<file path="src/logic/flash_read_pkg.sv">
// shared constants for the burst flash read controller
package flash_read_pkg;

    // ****************************************************************
    // widths
    // ****************************************************************
    localparam int STEP_W  = 4;              // width of the edge counter
    localparam int BADDR_W = 2;              // burst counter width (a3-a2)

    // ****************************************************************
    // edge numbers of the default-latency sequence
    // ****************************************************************
    localparam logic [3:0] N_START        = 4'h1; // edge that takes the cycle
    localparam logic [3:0] DEF_OE_N       = 4'h3; // output enable goes low
    localparam logic [3:0] DEF_KEN_N      = 4'h4; // cacheable ahead of ready
    localparam logic [3:0] DEF_BURST_READY_N     = 4'h5; // first ready driven low
    localparam logic [3:0] DEF_ADV_END_N  = 4'h8; // address valid pulses end
    localparam logic [3:0] DEF_STEP_MIN_N = 4'h3; // first counter advance

    // ****************************************************************
    // edge numbers of the optimized-latency sequence
    // ****************************************************************
    localparam logic [3:0] OPT_OE_N      = 4'h2; // output enable goes low
    localparam logic [3:0] OPT_KEN_N     = 4'h2; // cache enable goes low
    localparam logic [3:0] OPT_BURST_READY_N    = 4'h3; // ready driven low, held
    localparam logic [3:0] OPT_ADV_END_N = 4'h4; // address valid rises here

    // ****************************************************************
    // flash latency settings the two sequences are built for
    // ****************************************************************
    localparam int DEF_LATENCY_SETTING = 4;
    localparam int OPT_LATENCY_SETTING = 2;

    // ****************************************************************
    // reset values of the outputs (pins are active low unless noted)
    // ****************************************************************
    localparam logic RST_ADV_B  = 1'b0; // address valid held active
    localparam logic RST_PATH   = 1'b1; // processor drives low address
    localparam logic RST_OE_B   = 1'b1; // flash outputs off
    localparam logic RST_CE_B   = 1'b0; // chip enable held active
    localparam logic RST_BURST_READY_B = 1'b1; // no ready
    localparam logic RST_KEN_B  = 1'b1; // not cacheable
    localparam logic RST_CFG    = 1'b0; // default latency after reset
    localparam logic [1:0] RST_BADDR = 2'h0; // burst counter cleared
    localparam logic [3:0] RST_STEP  = 4'h0; // edge counter cleared

    // ****************************************************************
    // read machine states
    // ****************************************************************
    typedef enum logic [1:0] {
        ST_IDLE,      // anticipation: waiting for a bus cycle
        ST_DEF_READ,  // default-latency burst in progress
        ST_OPT_READ   // optimized-latency burst in progress
    } rd_state_t;

endpackage : flash_read_pkg

</file>
<file path="src/logic/burst_addr_counter.sv">
// two-bit interleaved burst address counter
`timescale 1ns/1ps
module burst_addr_counter #(
    parameter int W = 2
) (
    // clock and reset
    input  wire logic         clk_in,
    input  wire logic         rst_b_in,
    // control
    input  wire logic         load_in,
    input  wire logic         step_in,
    input  wire logic [W-1:0] start_in,
    // flash low address
    output logic      [W-1:0] addr_out
);
    logic [W-1:0] start_q;   // first address of the burst
    logic [W-1:0] count_q;   // transfers issued past the first
    logic [W-1:0] count_d;

    // ****************************************************************
    // step count
    // ****************************************************************
    // load already counts one: the processor gave the first address
    always_comb begin
        count_d = count_q;
        if (load_in) begin
            count_d = {{(W-1){1'b0}}, 1'b1};
        end else if (step_in) begin
            count_d = count_q + {{(W-1){1'b0}}, 1'b1};
        end
    end

    // start address kept so the order is derived, not tabled
    always_ff @(posedge clk_in) begin
        if (!rst_b_in) begin
            start_q <= '0;
            count_q <= '0;
        end else begin
            if (load_in) begin
                start_q <= start_in;
            end
            count_q <= count_d;
        end
    end

    // interleaved order is the start xor the step count
    always_ff @(posedge clk_in) begin
        if (!rst_b_in) begin
            addr_out <= '0;
        end else if (load_in) begin
            addr_out <= start_in ^ count_d;
        end else begin
            addr_out <= start_q ^ count_d;
        end
    end

endmodule : burst_addr_counter

</file>
<file path="src/logic/burst_flash_read_control.sv">
// read-control machine bridging a burst cpu bus to burst flash
`timescale 1ns/1ps

module burst_flash_read_control
    import flash_read_pkg::*;
#(
    parameter int BADDR_BITS = flash_read_pkg::BADDR_W
) (
    // clock and reset
    input  wire logic                  CLK_IN,
    input  wire logic                  RST_B_IN,
    // processor bus cycle signals
    input  wire logic                  ADDRESS_STROBE_B_IN,
    input  wire logic                  WRITE_READ_SELECT_IN,
    input  wire logic                  BACKOFF_REQUEST_B_IN,
    input  wire logic                  BURST_LAST_B_IN,
    input  wire logic [BADDR_BITS-1:0] CPU_ADDR_IN,
    // address decode
    input  wire logic                  FLASH_REGION_SELECT_IN,
    // latency configuration from a general purpose pin
    input  wire logic                  CONFIG_SELECT_IN,
    // answers to the processor
    output logic                       BURST_READY_B_OUT,
    output logic                       CACHE_ENABLE_ACK_B_OUT,
    // flash control
    output logic                       FLASH_ADDRESS_VALID_B_OUT,
    output logic                       FLASH_OUTPUT_ENABLE_B_OUT,
    output logic                       FLASH_CHIP_ENABLE_B_OUT,
    output logic                       ADDRESS_PATH_SELECT_OUT,
    output logic [BADDR_BITS-1:0]      BURST_ADDR_OUT
);
    import flash_read_pkg::*;

    // ****************************************************************
    // declarations
    // ****************************************************************
    rd_state_t           state_q;       // read machine state
    rd_state_t           state_d;       // its next value
    logic [STEP_W-1:0]   n_q;           // number of the last edge
    logic [STEP_W-1:0]   n_d;           // its next value
    logic [STEP_W-1:0]   nxt;           // number of the coming edge
    logic                cfg_meta_q;    // config sync, first stage
    logic                cfg_q;         // config sync, second stage
    logic                adv_b_q;       // address valid register
    logic                adv_b_d;
    logic                oe_b_q;        // output enable register
    logic                oe_b_d;
    logic                ce_b_q;        // chip enable register
    logic                burst_ready_b_q;      // burst ready register
    logic                burst_ready_b_d;
    logic                ken_b_q;       // cache enable register
    logic                ken_b_d;
    logic                path_q;        // 1: processor drives a3-a2
    logic                path_d;
    logic                in_read;       // a burst is running
    logic                backoff;       // backoff seen this edge
    logic                start;         // flash read taken this edge
    logic                burst_done;    // terminating ready this edge
    logic                leave;         // return to idle this edge
    logic                cnt_load;      // load burst counter
    logic                cnt_step;      // advance burst counter

    // ****************************************************************
    // decode helpers
    // ****************************************************************
    // default sequence: address valid low ahead of edges 3, 5, 7
    function automatic logic def_adv_low(input logic [STEP_W-1:0] e);
        def_adv_low = (e[0] == 1'b0) && (e < DEF_ADV_END_N);
    endfunction : def_adv_low

    // default sequence: counter moves on edges 3 and 5
    function automatic logic def_step(input logic [STEP_W-1:0] e);
        def_step = (e[0] == 1'b1) && (e >= DEF_STEP_MIN_N)
                   && (e < DEF_ADV_END_N - 4'h1);
    endfunction : def_step

    // ****************************************************************
    // configuration input synchroniser
    // ****************************************************************
    // the pin is set by software at any time, so it is resynchronised;
    // its value only matters at the start of a cycle
    always_ff @(posedge CLK_IN) begin
        if (!RST_B_IN) begin
            cfg_meta_q <= RST_CFG;
            cfg_q      <= RST_CFG;
        end else begin
            cfg_meta_q <= CONFIG_SELECT_IN;
            cfg_q      <= cfg_meta_q;
        end
    end

    // ****************************************************************
    // cycle events
    // ****************************************************************
    // processor pins share our clock, so they are sampled directly
    always_comb begin
        in_read = (state_q != ST_IDLE);
        // backoff is the only abort, in either configuration
        backoff = !BACKOFF_REQUEST_B_IN;
        // read strobe with the flash region decoded
        start   = (state_q == ST_IDLE) && !backoff
                  && !ADDRESS_STROBE_B_IN
                  && !WRITE_READ_SELECT_IN
                  && !FLASH_REGION_SELECT_IN;
        // ready being sampled low together with the last flag
        burst_done = in_read && !burst_ready_b_q
                     && !BURST_LAST_B_IN;
        leave   = in_read && (backoff || burst_done);
    end

    // saturating count so a long burst never wraps the decode
    always_comb begin
        if (n_q == {STEP_W{1'b1}}) begin
            nxt = n_q;
        end else begin
            nxt = n_q + 4'h1;
        end
    end

    // ****************************************************************
    // read state machine
    // ****************************************************************
    // a cycle outside the flash region is simply never entered, so the
    // machine stays in the anticipation state for the next strobe
    always_comb begin
        state_d = state_q;
        n_d     = n_q;
        case (state_q)
            ST_IDLE: begin
                if (start) begin
                    // configuration picked once, at entry
                    if (cfg_q) begin
                        state_d = ST_OPT_READ;
                    end else begin
                        state_d = ST_DEF_READ;
                    end
                    n_d = N_START;
                end
            end
            ST_DEF_READ, ST_OPT_READ: begin
                if (leave) begin
                    state_d = ST_IDLE;
                    n_d     = RST_STEP;
                end else begin
                    n_d = nxt;
                end
            end
            default: begin
                state_d = ST_IDLE;
                n_d     = RST_STEP;
            end
        endcase
    end

    // state and edge counter
    always_ff @(posedge CLK_IN) begin
        if (!RST_B_IN) begin
            state_q <= ST_IDLE;
            n_q     <= RST_STEP;
        end else begin
            state_q <= state_d;
            n_q     <= n_d;
        end
    end

    // ****************************************************************
    // flash address valid
    // ****************************************************************
    // the first access is launched by the valid held in idle together
    // with the processor's own address on the start edge
    always_comb begin
        adv_b_d = RST_ADV_B;
        case (state_q)
            ST_IDLE: begin
                if (start && !cfg_q) begin
                    adv_b_d = 1'b1;
                end else begin
                    adv_b_d = RST_ADV_B;
                end
            end
            ST_DEF_READ: begin
                if (leave) begin
                    adv_b_d = RST_ADV_B;
                end else begin
                    // one access every other edge, none after eight
                    adv_b_d = !def_adv_low(nxt);
                end
            end
            ST_OPT_READ: begin
                if (leave) begin
                    adv_b_d = RST_ADV_B;
                end else begin
                    // low for three clocks, then released
                    adv_b_d = (nxt >= OPT_ADV_END_N);
                end
            end
            default: begin
                adv_b_d = RST_ADV_B;
            end
        endcase
    end

    always_ff @(posedge CLK_IN) begin
        if (!RST_B_IN) begin
            adv_b_q <= RST_ADV_B;
        end else begin
            adv_b_q <= adv_b_d;
        end
    end

    // ****************************************************************
    // burst address counter and path select
    // ****************************************************************
    // the counter takes over after the first address, so it is loaded
    // already one step ahead
    always_comb begin
        cnt_load = start;
        cnt_step = 1'b0;
        if (state_q == ST_DEF_READ && !leave) begin
            cnt_step = def_step(nxt);
        end else if (state_q == ST_OPT_READ && !leave) begin
            cnt_step = (nxt < OPT_ADV_END_N);
        end
    end

    burst_addr_counter #(
        .W        (BADDR_BITS)
    ) u_burst_cnt (
        .clk_in   (CLK_IN),
        .rst_b_in (RST_B_IN),
        .load_in  (cnt_load),
        .step_in  (cnt_step),
        .start_in (CPU_ADDR_IN),
        .addr_out (BURST_ADDR_OUT)
    );

    // path follows the counter for the rest of the burst
    always_comb begin
        path_d = path_q;
        if (start) begin
            path_d = 1'b0;
        end else if (leave) begin
            path_d = RST_PATH;
        end
    end

    always_ff @(posedge CLK_IN) begin
        if (!RST_B_IN) begin
            path_q <= RST_PATH;
        end else begin
            path_q <= path_d;
        end
    end

    // ****************************************************************
    // flash output and chip enables
    // ****************************************************************
    // backoff turns the outputs off on the edge it is seen, since the
    // processor may already be floating the bus for another master
    always_comb begin
        oe_b_d = oe_b_q;
        if (!in_read) begin
            oe_b_d = RST_OE_B;
        end else if (leave) begin
            oe_b_d = 1'b1;
        end else if (state_q == ST_DEF_READ && nxt == DEF_OE_N) begin
            oe_b_d = 1'b0;
        end else if (state_q == ST_OPT_READ && nxt == OPT_OE_N) begin
            oe_b_d = 1'b0;
        end
    end

    always_ff @(posedge CLK_IN) begin
        if (!RST_B_IN) begin
            oe_b_q <= RST_OE_B;
        end else begin
            oe_b_q <= oe_b_d;
        end
    end

    // chip enable never drops: keeps the enable setup met for the first
    // access and the data hold after output enable; costs idle power
    always_ff @(posedge CLK_IN) begin
        if (!RST_B_IN) begin
            ce_b_q <= RST_CE_B;
        end else begin
            ce_b_q <= RST_CE_B;
        end
    end

    // ****************************************************************
    // burst ready
    // ****************************************************************
    // default: ready toggles so each word gets two edges of latency;
    // optimized: ready stays low and one word moves per edge
    always_comb begin
        burst_ready_b_d = burst_ready_b_q;
        if (!in_read || leave) begin
            burst_ready_b_d = RST_BURST_READY_B;
        end else if (state_q == ST_DEF_READ) begin
            if (nxt == DEF_BURST_READY_N) begin
                burst_ready_b_d = 1'b0;
            end else if (nxt > DEF_BURST_READY_N) begin
                burst_ready_b_d = !burst_ready_b_q;
            end
        end else if (state_q == ST_OPT_READ) begin
            if (nxt == OPT_BURST_READY_N) begin
                burst_ready_b_d = 1'b0;
            end
        end
    end

    always_ff @(posedge CLK_IN) begin
        if (!RST_B_IN) begin
            burst_ready_b_q <= RST_BURST_READY_B;
        end else begin
            burst_ready_b_q <= burst_ready_b_d;
        end
    end

    // ****************************************************************
    // cache enable
    // ****************************************************************
    // must be seen one clock before the first ready and through the
    // last, so it is held to the end of the burst
    always_comb begin
        ken_b_d = ken_b_q;
        if (!in_read || leave) begin
            ken_b_d = RST_KEN_B;
        end else if (state_q == ST_DEF_READ && nxt == DEF_KEN_N) begin
            ken_b_d = 1'b0;
        end else if (state_q == ST_OPT_READ && nxt == OPT_KEN_N) begin
            ken_b_d = 1'b0;
        end
    end

    always_ff @(posedge CLK_IN) begin
        if (!RST_B_IN) begin
            ken_b_q <= RST_KEN_B;
        end else begin
            ken_b_q <= ken_b_d;
        end
    end

    // ****************************************************************
    // outputs
    // ****************************************************************
    // all pins come straight from the registers above
    assign BURST_READY_B_OUT         = burst_ready_b_q;
    assign CACHE_ENABLE_ACK_B_OUT    = ken_b_q;
    assign FLASH_ADDRESS_VALID_B_OUT = adv_b_q;
    assign FLASH_OUTPUT_ENABLE_B_OUT = oe_b_q;
    assign FLASH_CHIP_ENABLE_B_OUT   = ce_b_q;
    assign ADDRESS_PATH_SELECT_OUT   = path_q;

endmodule : burst_flash_read_control

</file>
<file path="config.mk">
export PLATFORM = sky130hd
export DESIGN_NAME = burst_flash_read_control
export DESIGN_NICKNAME = d
export VERILOG_FILES = /design/src/logic/flash_read_pkg.sv /design/src/logic/burst_addr_counter.sv /design/src/logic/burst_flash_read_control.sv
export SDC_FILE = /design/constraint.sdc
export NUM_CORES = 1
export LEC_CHECK = 0
export BUFFER_PORTS_ARGS = -buffer_cell sky130_fd_sc_hd__buf_2
export CORE_MARGIN = 4
export CORE_UTILIZATION = 40
export CTS_BUF_LIST = sky130_fd_sc_hd__clkbuf_2 sky130_fd_sc_hd__clkbuf_4 sky130_fd_sc_hd__clkbuf_8
export DETAILED_ROUTE_END_ITERATION = 16
export GPL_TIMING_DRIVEN = 0
export MAX_ROUTING_LAYER = met4
export PLACE_DENSITY = 0.7
export SKIP_LAST_GASP = 1
export SYNTH_ARGS = -nofsm -noshare
export SYNTH_HDL_FRONTEND = slang
export SYNTH_SLANG_ARGS = --single-unit
export TNS_END_PERCENT = 100
</file>
<file path="constraint.sdc">
create_clock -name CLK_IN -period 3.04 [get_ports CLK_IN]
set_clock_uncertainty 0.15 [all_clocks]
set_input_delay 0.608 -clock CLK_IN [delete_from_list [all_inputs] [get_ports CLK_IN]]
set_output_delay 0.608 -clock CLK_IN [all_outputs]
set_load 0.02 [all_outputs]
</file>
==> results.md, run 1 <==
* Maximum root-to-sink buffer count at 2
* Residual DRC at 0
* Main combinational cell family by area after synthesis: simple AND/OR/NAND/NOR gates
* Root buffer selected by CTS: clkbuf_4
* Critical path peak fanout at 10
* Power per cell area at between 300 and 400 nW/µm²
* R2r worst-path depth at 7
* CP startpoint: n_q[0]
* Top delay family on crit path: simple AND/OR/NAND/NOR gates
* Mapped Nets at ~170
* Mux cell area share after synthesis at 0.0251
* Max Clock Freq at 392 MHz
* IO buf count at 16
* Fill count at between 200 and 300
* Post-CTS setup buffer count at 0
* Startpoint types: register
* Vias at approximately 1.2k
* CTS sink cnt at 19
* Post-DRT Antenna Nets at 0
* Total GRT Usage at 0.153
* Synth warn at 0
* Cell count along the critical path at 7
* Final core occ at 0.479
* Post_cts resized at 0
* Core box area at 2810 µm²
* Hold-fix buffers, CTS at 0
* Mapped cell area at 1200 µm²
* Die boundary width at ~63 µm
* Area Growth Syn to Fin at 12.2%
* Cts bufs inserted at 3
* Initial DRC count at 59
* Post-synthesis xor/xnor area fraction at 0.0219
* DIE HEIGHT at about 63 µm
* Worst Setup EP: u_burst_cnt.addr_out[1]
* FF/Latch Area at about 380 µm²
* Crit Path Class: reg -> reg
* IO Pins at 18
* Synth Area in Compound Gates at 0.227
* Max_cap viols at 0
* DIE AREA at 3940 µm²
* Slowest stage delay, CP at 530 ps
* R2R setup slack at 490 ps
* First drt pass iteration count at 4
* Crit. End Element: register
* Rows at 19
* Status: finished clean
* Vias per std cell at 5.69
* RSZ-0062 raised after global routing: no
* Required time of the critical path at 3130 ps
* Syn avg cell area at 7.89 µm²
* Final hold vios at 0
* Synth unique cells at between 40 and 50
* Clock transition at the registers of the reported paths at around 120 ps
* Top FF cell, synth: dfxtp_1
* Initial antenna violation count at 0
* Most common cell after layout, fill and taps aside: dfxtp_1
* Worst R2R Start: n_q[0]
* Worst hold margin at slightly above 300 ps
* Simple-Gate Fraction of Synth Area at 0.282
* GRT Residual Overflow at 0
* Routability Congestion at 0.964
* Slowest CP cell: or4_1
* Post-synth EDFFs at 0
* CTS tree: built
* Vias in the first global route at between 1k and 1.5k
* Sequential cell area fraction in the yosys report at 0.317
* Ratio of cells with drive above 1 in the final layout at 0.151
* Hold Path Class: reg -> reg
* Clock latency on the worst-skew pair at 310 ps
* Static leakage power at 0.504 nW
* Sequence of cells on the critical path: clkbuf_1 > inv_1 > ha_1 > xor2_1 > o22a_1 > or4_1 > nand4_1
* Setup TNS at 0 ps
* Slew @ Worst Pin at 534 ps
* Diodes inserted at 0
* Worst vdd ir at about 260 µV
* H-tree depth at 1
* Slew Limit Fails at 0
* Rel. slew slack at 0.640
* Multi-input gate area at 757 µm²
* Crit path buffers/inverters at 2
* Initial core utilization at 0.427
* Crit share post-route at 0.840
* Post-synthesis adder-cell area fraction at 0.0731
* Largest net degree at the start of global routing at 12
* Final setup viols at 0
* Synthesis-stage register bit count at 19
* Most frequent cells in the layout: 19 x dfxtp_1, 17 x buf_2, 15 x nand2_1
* Placed wire-length estimate at about 2200 µm
* Nets@finish at 190
* First-pass GRT wire length at 4830 µm
* Wire per inst at 13.7 µm
* Post-synthesis cell count at 152
* Critical Path AT at 2650 ps
* Final min period at 2550 ps
* WL final at 2790 µm
* Async set-reset flop share out of synthesis at 0
* Reg-to-Reg End: u_burst_cnt.addr_out[1]
==> logic make-up after synthesis <==
family,count (synthesis)
buffers and inverters,15
AOI/OAI and AO/OA,40
DFF,19
muxes,3
and+or+nand+nor,64
xor gates and xnor gates,3
other,1
adders and majority gates,7
==> metal layers <==
metal / track usage / vias to the layer above / wire, µm
met1: 0.188 / 522 / 1330
met3: 0.0414 / 6 / 144
met4: 0.0386 / 0 / 36
met2: 0.249 / 31 / 1280
li1: - / 596 / -
met5: - / - / 0
==> cells in the mapped netlist (3+ instances only) <==
library cell / count / area share
a211oi_1: 3 / 0.019
nor2_1: 12 / 0.038
nor3_1: 4 / 0.017
clkbuf_1: 6 / 0.019
nand3_1: 5 / 0.021
ha_1: 7 / 0.073
nand2b_1: 4 / 0.021
inv_1: 7 / 0.022
nor2b_1: 3 / 0.016
nand3b_1: 3 / 0.019
o21ai_0: 9 / 0.038
nand2_1: 15 / 0.047
a21oi_1: 7 / 0.029
dfxtp_1: 19 / 0.32
nand4_1: 3 / 0.016
mux2i_1: 3 / 0.025
and2_1: 4 / 0.021
==> worst min path at each step <==
stage	cells after the start	to	from
finish	1	cfg_q	cfg_meta_q
detailed placement	1	cfg_q	cfg_meta_q
CTS	1	cfg_q	cfg_meta_q
global route	1	cfg_q	cfg_meta_q
global placement	1	cfg_q	cfg_meta_q
floorplan	1	cfg_q	cfg_meta_q
==> layout make-up <==
type,instances,share of cell area
clock buffers,3,0.0167
plain buffers,8,0.0260
inverters,7,0.0195
repair buffers,16,0.0595
multi-input cells,118,0.563
flip-flops and latches,19,0.283
clock inverters,1,0.00372
well taps,31,0.0288
==> through the flow <==
stage          worst slack (ps)  cells  power [mW]  area, µm²
3_3_place_gp                550    199       0.311       1320
4_1_cts                     497    203       0.445       1350
3_5_place_dp                548    199       0.312       1320
5_1_grt                     316    203       0.463       1350
2_1_floorplan               772    152       0.296       1200
6_report                    488    203       0.440       1350
==> sequential cells by signal (all words and copies together) (netlist names) <==
name / flops
ADDRESS_PATH_SELECT_OUT: 1
BURST_READY_B_OUT: 1
CACHE_ENABLE_ACK_B_OUT: 1
FLASH_ADDRESS_VALID_B_OUT: 1
FLASH_OUTPUT_ENABLE_B_OUT: 1
cfg_meta_q: 1
cfg_q: 1
n_q: 4
state_q: 2
u_burst_cnt.addr_out: 2
u_burst_cnt.count_q: 2
u_burst_cnt.start_q: 2
==> power breakdown <==
part	leakage (nW)	switching (mW)	internal [mW]
Clock	0.0177	0.0838	0.0491
Combinational	0.332	0.0297	0.0193
Sequential	0.154	0.00369	0.254
No activity file was read; power rests on OpenSTA's default activity.
==> inputs of run 2 (changes only) <==
--- a/config.mk
+++ b/config.mk
@@ -12,7 +12,7 @@
 export DETAILED_ROUTE_END_ITERATION = 16
 export GPL_TIMING_DRIVEN = 0
 export MAX_ROUTING_LAYER = met4
-export PLACE_DENSITY = 0.7
+export PLACE_DENSITY = 0.73
 export SKIP_LAST_GASP = 1
 export SYNTH_ARGS = -nofsm -noshare
 export SYNTH_HDL_FRONTEND = slang
==> constraint.sdc (replaced) <==
create_clock -name CLK_IN -period 2.25 [get_ports CLK_IN]
set_clock_uncertainty 0.15 [all_clocks]
set_input_delay 0.45 -clock CLK_IN [delete_from_list [all_inputs] [get_ports CLK_IN]]
set_output_delay 0.45 -clock CLK_IN [all_outputs]
set_load 0.02 [all_outputs]
==> run 2 against run 1 <==
Compared with the run above:
- critical path depth is the same
- sequential share of layout area shrank 0.85 points
- global-route usage shrank 0.46 points
- die area is the same
- utilization grew 2.5 points
- cell count grew 0.49%
- maximum frequency grew 18%
==> results.md, run 2 (synthesized netlist as in run 1, its figures left out) <==
* R2R setup slack at between 90 and 100 ps
* Clock transition at the registers of the reported paths at 110 ps
* Die boundary width at 62.7 µm
* Final min period at 2160 ps
* Initial core utilization at 0.427
* Biggest register: n_q
* Static leakage power at 0.520 nW
* Initial DRC count at 60
* Final setup viols at 0
* Power per cell area at about 430 nW/µm²
* Dpl ws at -99.5 ps
* Maximum root-to-sink buffer count at 2
* Vias per std cell at around 5.7
* CTS sink cnt at 19
* Cts bufs inserted at 3
* Max_cap viols at 0
* Worst vdd ir at 308 µV
* Most common cell after layout, fill and taps aside: buf_2
* Wire per inst at 14.1 µm
* Status: finished clean
* Area Growth Syn to Fin at 18.0%
* Crit share post-route at 0.959
* Slew Limit Fails at 0
* Max reg flops at 4
* Root buffer selected by CTS: clkbuf_4
* Required time of the critical path at 2350 ps
* Startpoint types: register
* Final core occ at 0.504
* Total GRT Usage at 0.149
* H-tree depth at 1
* Post-DRT Antenna Nets at 0
* Core box area at 2810 µm²
* Rows at 19
* GR Util met1 at 0.195
* Most frequent cells in the layout: 17 x buf_2, 15 x dfxtp_1, 15 x nand2_1
* Nets@finish at 191
* Vias in the first global route at 1048
* First-pass GRT wire length at around 4700 µm
* Met2 Use GR at 0.237
* Largest net degree at the start of global routing at 11
* Residual DRC at 0
* Diodes inserted at 0
* Max Clock Freq at 463 MHz
* GR peak layer: met2
* Crit. End Element: register
* Placed wire-length estimate at about 2200 µm
* DIE AREA at 3940 µm²
* GRT Residual Overflow at 0
* Initial antenna violation count at 0
* Ratio of cells with drive above 1 in the final layout at 0.214
* Final hold vios at 0
* IO buf count at 16
* WL final at approximately 2900 µm
* Rel. slew slack at 0.635
* Vias at 1161
* Critical Path AT at 2260 ps
* Slew @ Worst Pin at 542 ps
* Crit Path Class: reg -> reg
* First drt pass iteration count at 4
* Hold Path Class: in -> reg
* Final WS setup at ~90 ps
* Routability Congestion at 0.939
* GR Util met3 at 0.0396
* Critical path peak fanout at 10
* CTS tree: built
* IO Pins at 18
* Clock latency on the worst-skew pair at 300 ps
* DIE HEIGHT at between 60 and 70 µm
==> run 2: layer usage <==
metal | vias to the layer above | wire length, µm
met5 | - | 0
met4 | 0 | 10
met1 | 538 | 1380
met3 | 2 | 148
met2 | 22 | 1350
li1 | 599 | -
==> run 2: final cells by class <==
cell class / count / area [µm²]
Inverter: 7 / 26.3
Multi-Input combinational cell: 118 / 798
Clock buffer: 4 / 30.0
Buffer: 8 / 45.0
Fill cell: 274 / 1390
Timing Repair Buffer: 17 / 87.6
Sequential cell: 19 / 388
Tap cell: 31 / 38.8
==> run 2: worst max-delay path, stage by stage (launching register included) <==
cell and delay, ps:
dfxtp_2 370, clkbuf_8 170, inv_1 70, ha_4 260
xor2_1 190, o22a_4 290, or4_1 510, nand4_1 100
==> run 2: report_power, final <==
group	total (mW)	leakage (nW)	switching, mW	internal, mW
registers	0.348	0.156	0.00546	0.343
clock network	0.189	0.0184	0.108	0.0812
logic	0.0704	0.346	0.0411	0.0292
==> run 2: timing repair <==
item	4_1_cts	5_1_grt
pin swaps	0	0
hold buffers	0	0
setup buffers	0	1
resized for setup	7	8
setup endpoints to repair	3	3
==> run 2: metrics by stage <==
step / total power, mW / instances / hold WS [ps] / instance area (µm²) / setup TNS, ps
after floorplan: 0.400 / 152 / 262 / 1200 / 0
after global placement: 0.421 / 199 / 272 / 1320 / -157
after detailed placement: 0.422 / 199 / 299 / 1320 / -192
after CTS: 0.618 / 203 / 199 / 1380 / 0
after global routing: 0.645 / 204 / 191 / 1410 / -17.0
final: 0.608 / 204 / 204 / 1410 / 0
==> run 2: final timing paths <==
path,start,to,depth (start not counted)
worst max-delay path,n_q[0],u_burst_cnt.addr_out[1],7
worst min-delay path,CONFIG_SELECT_IN,cfg_meta_q,2
worst max register to register,n_q[0],u_burst_cnt.addr_out[1],7
worst min register to register,cfg_meta_q,cfg_q,1
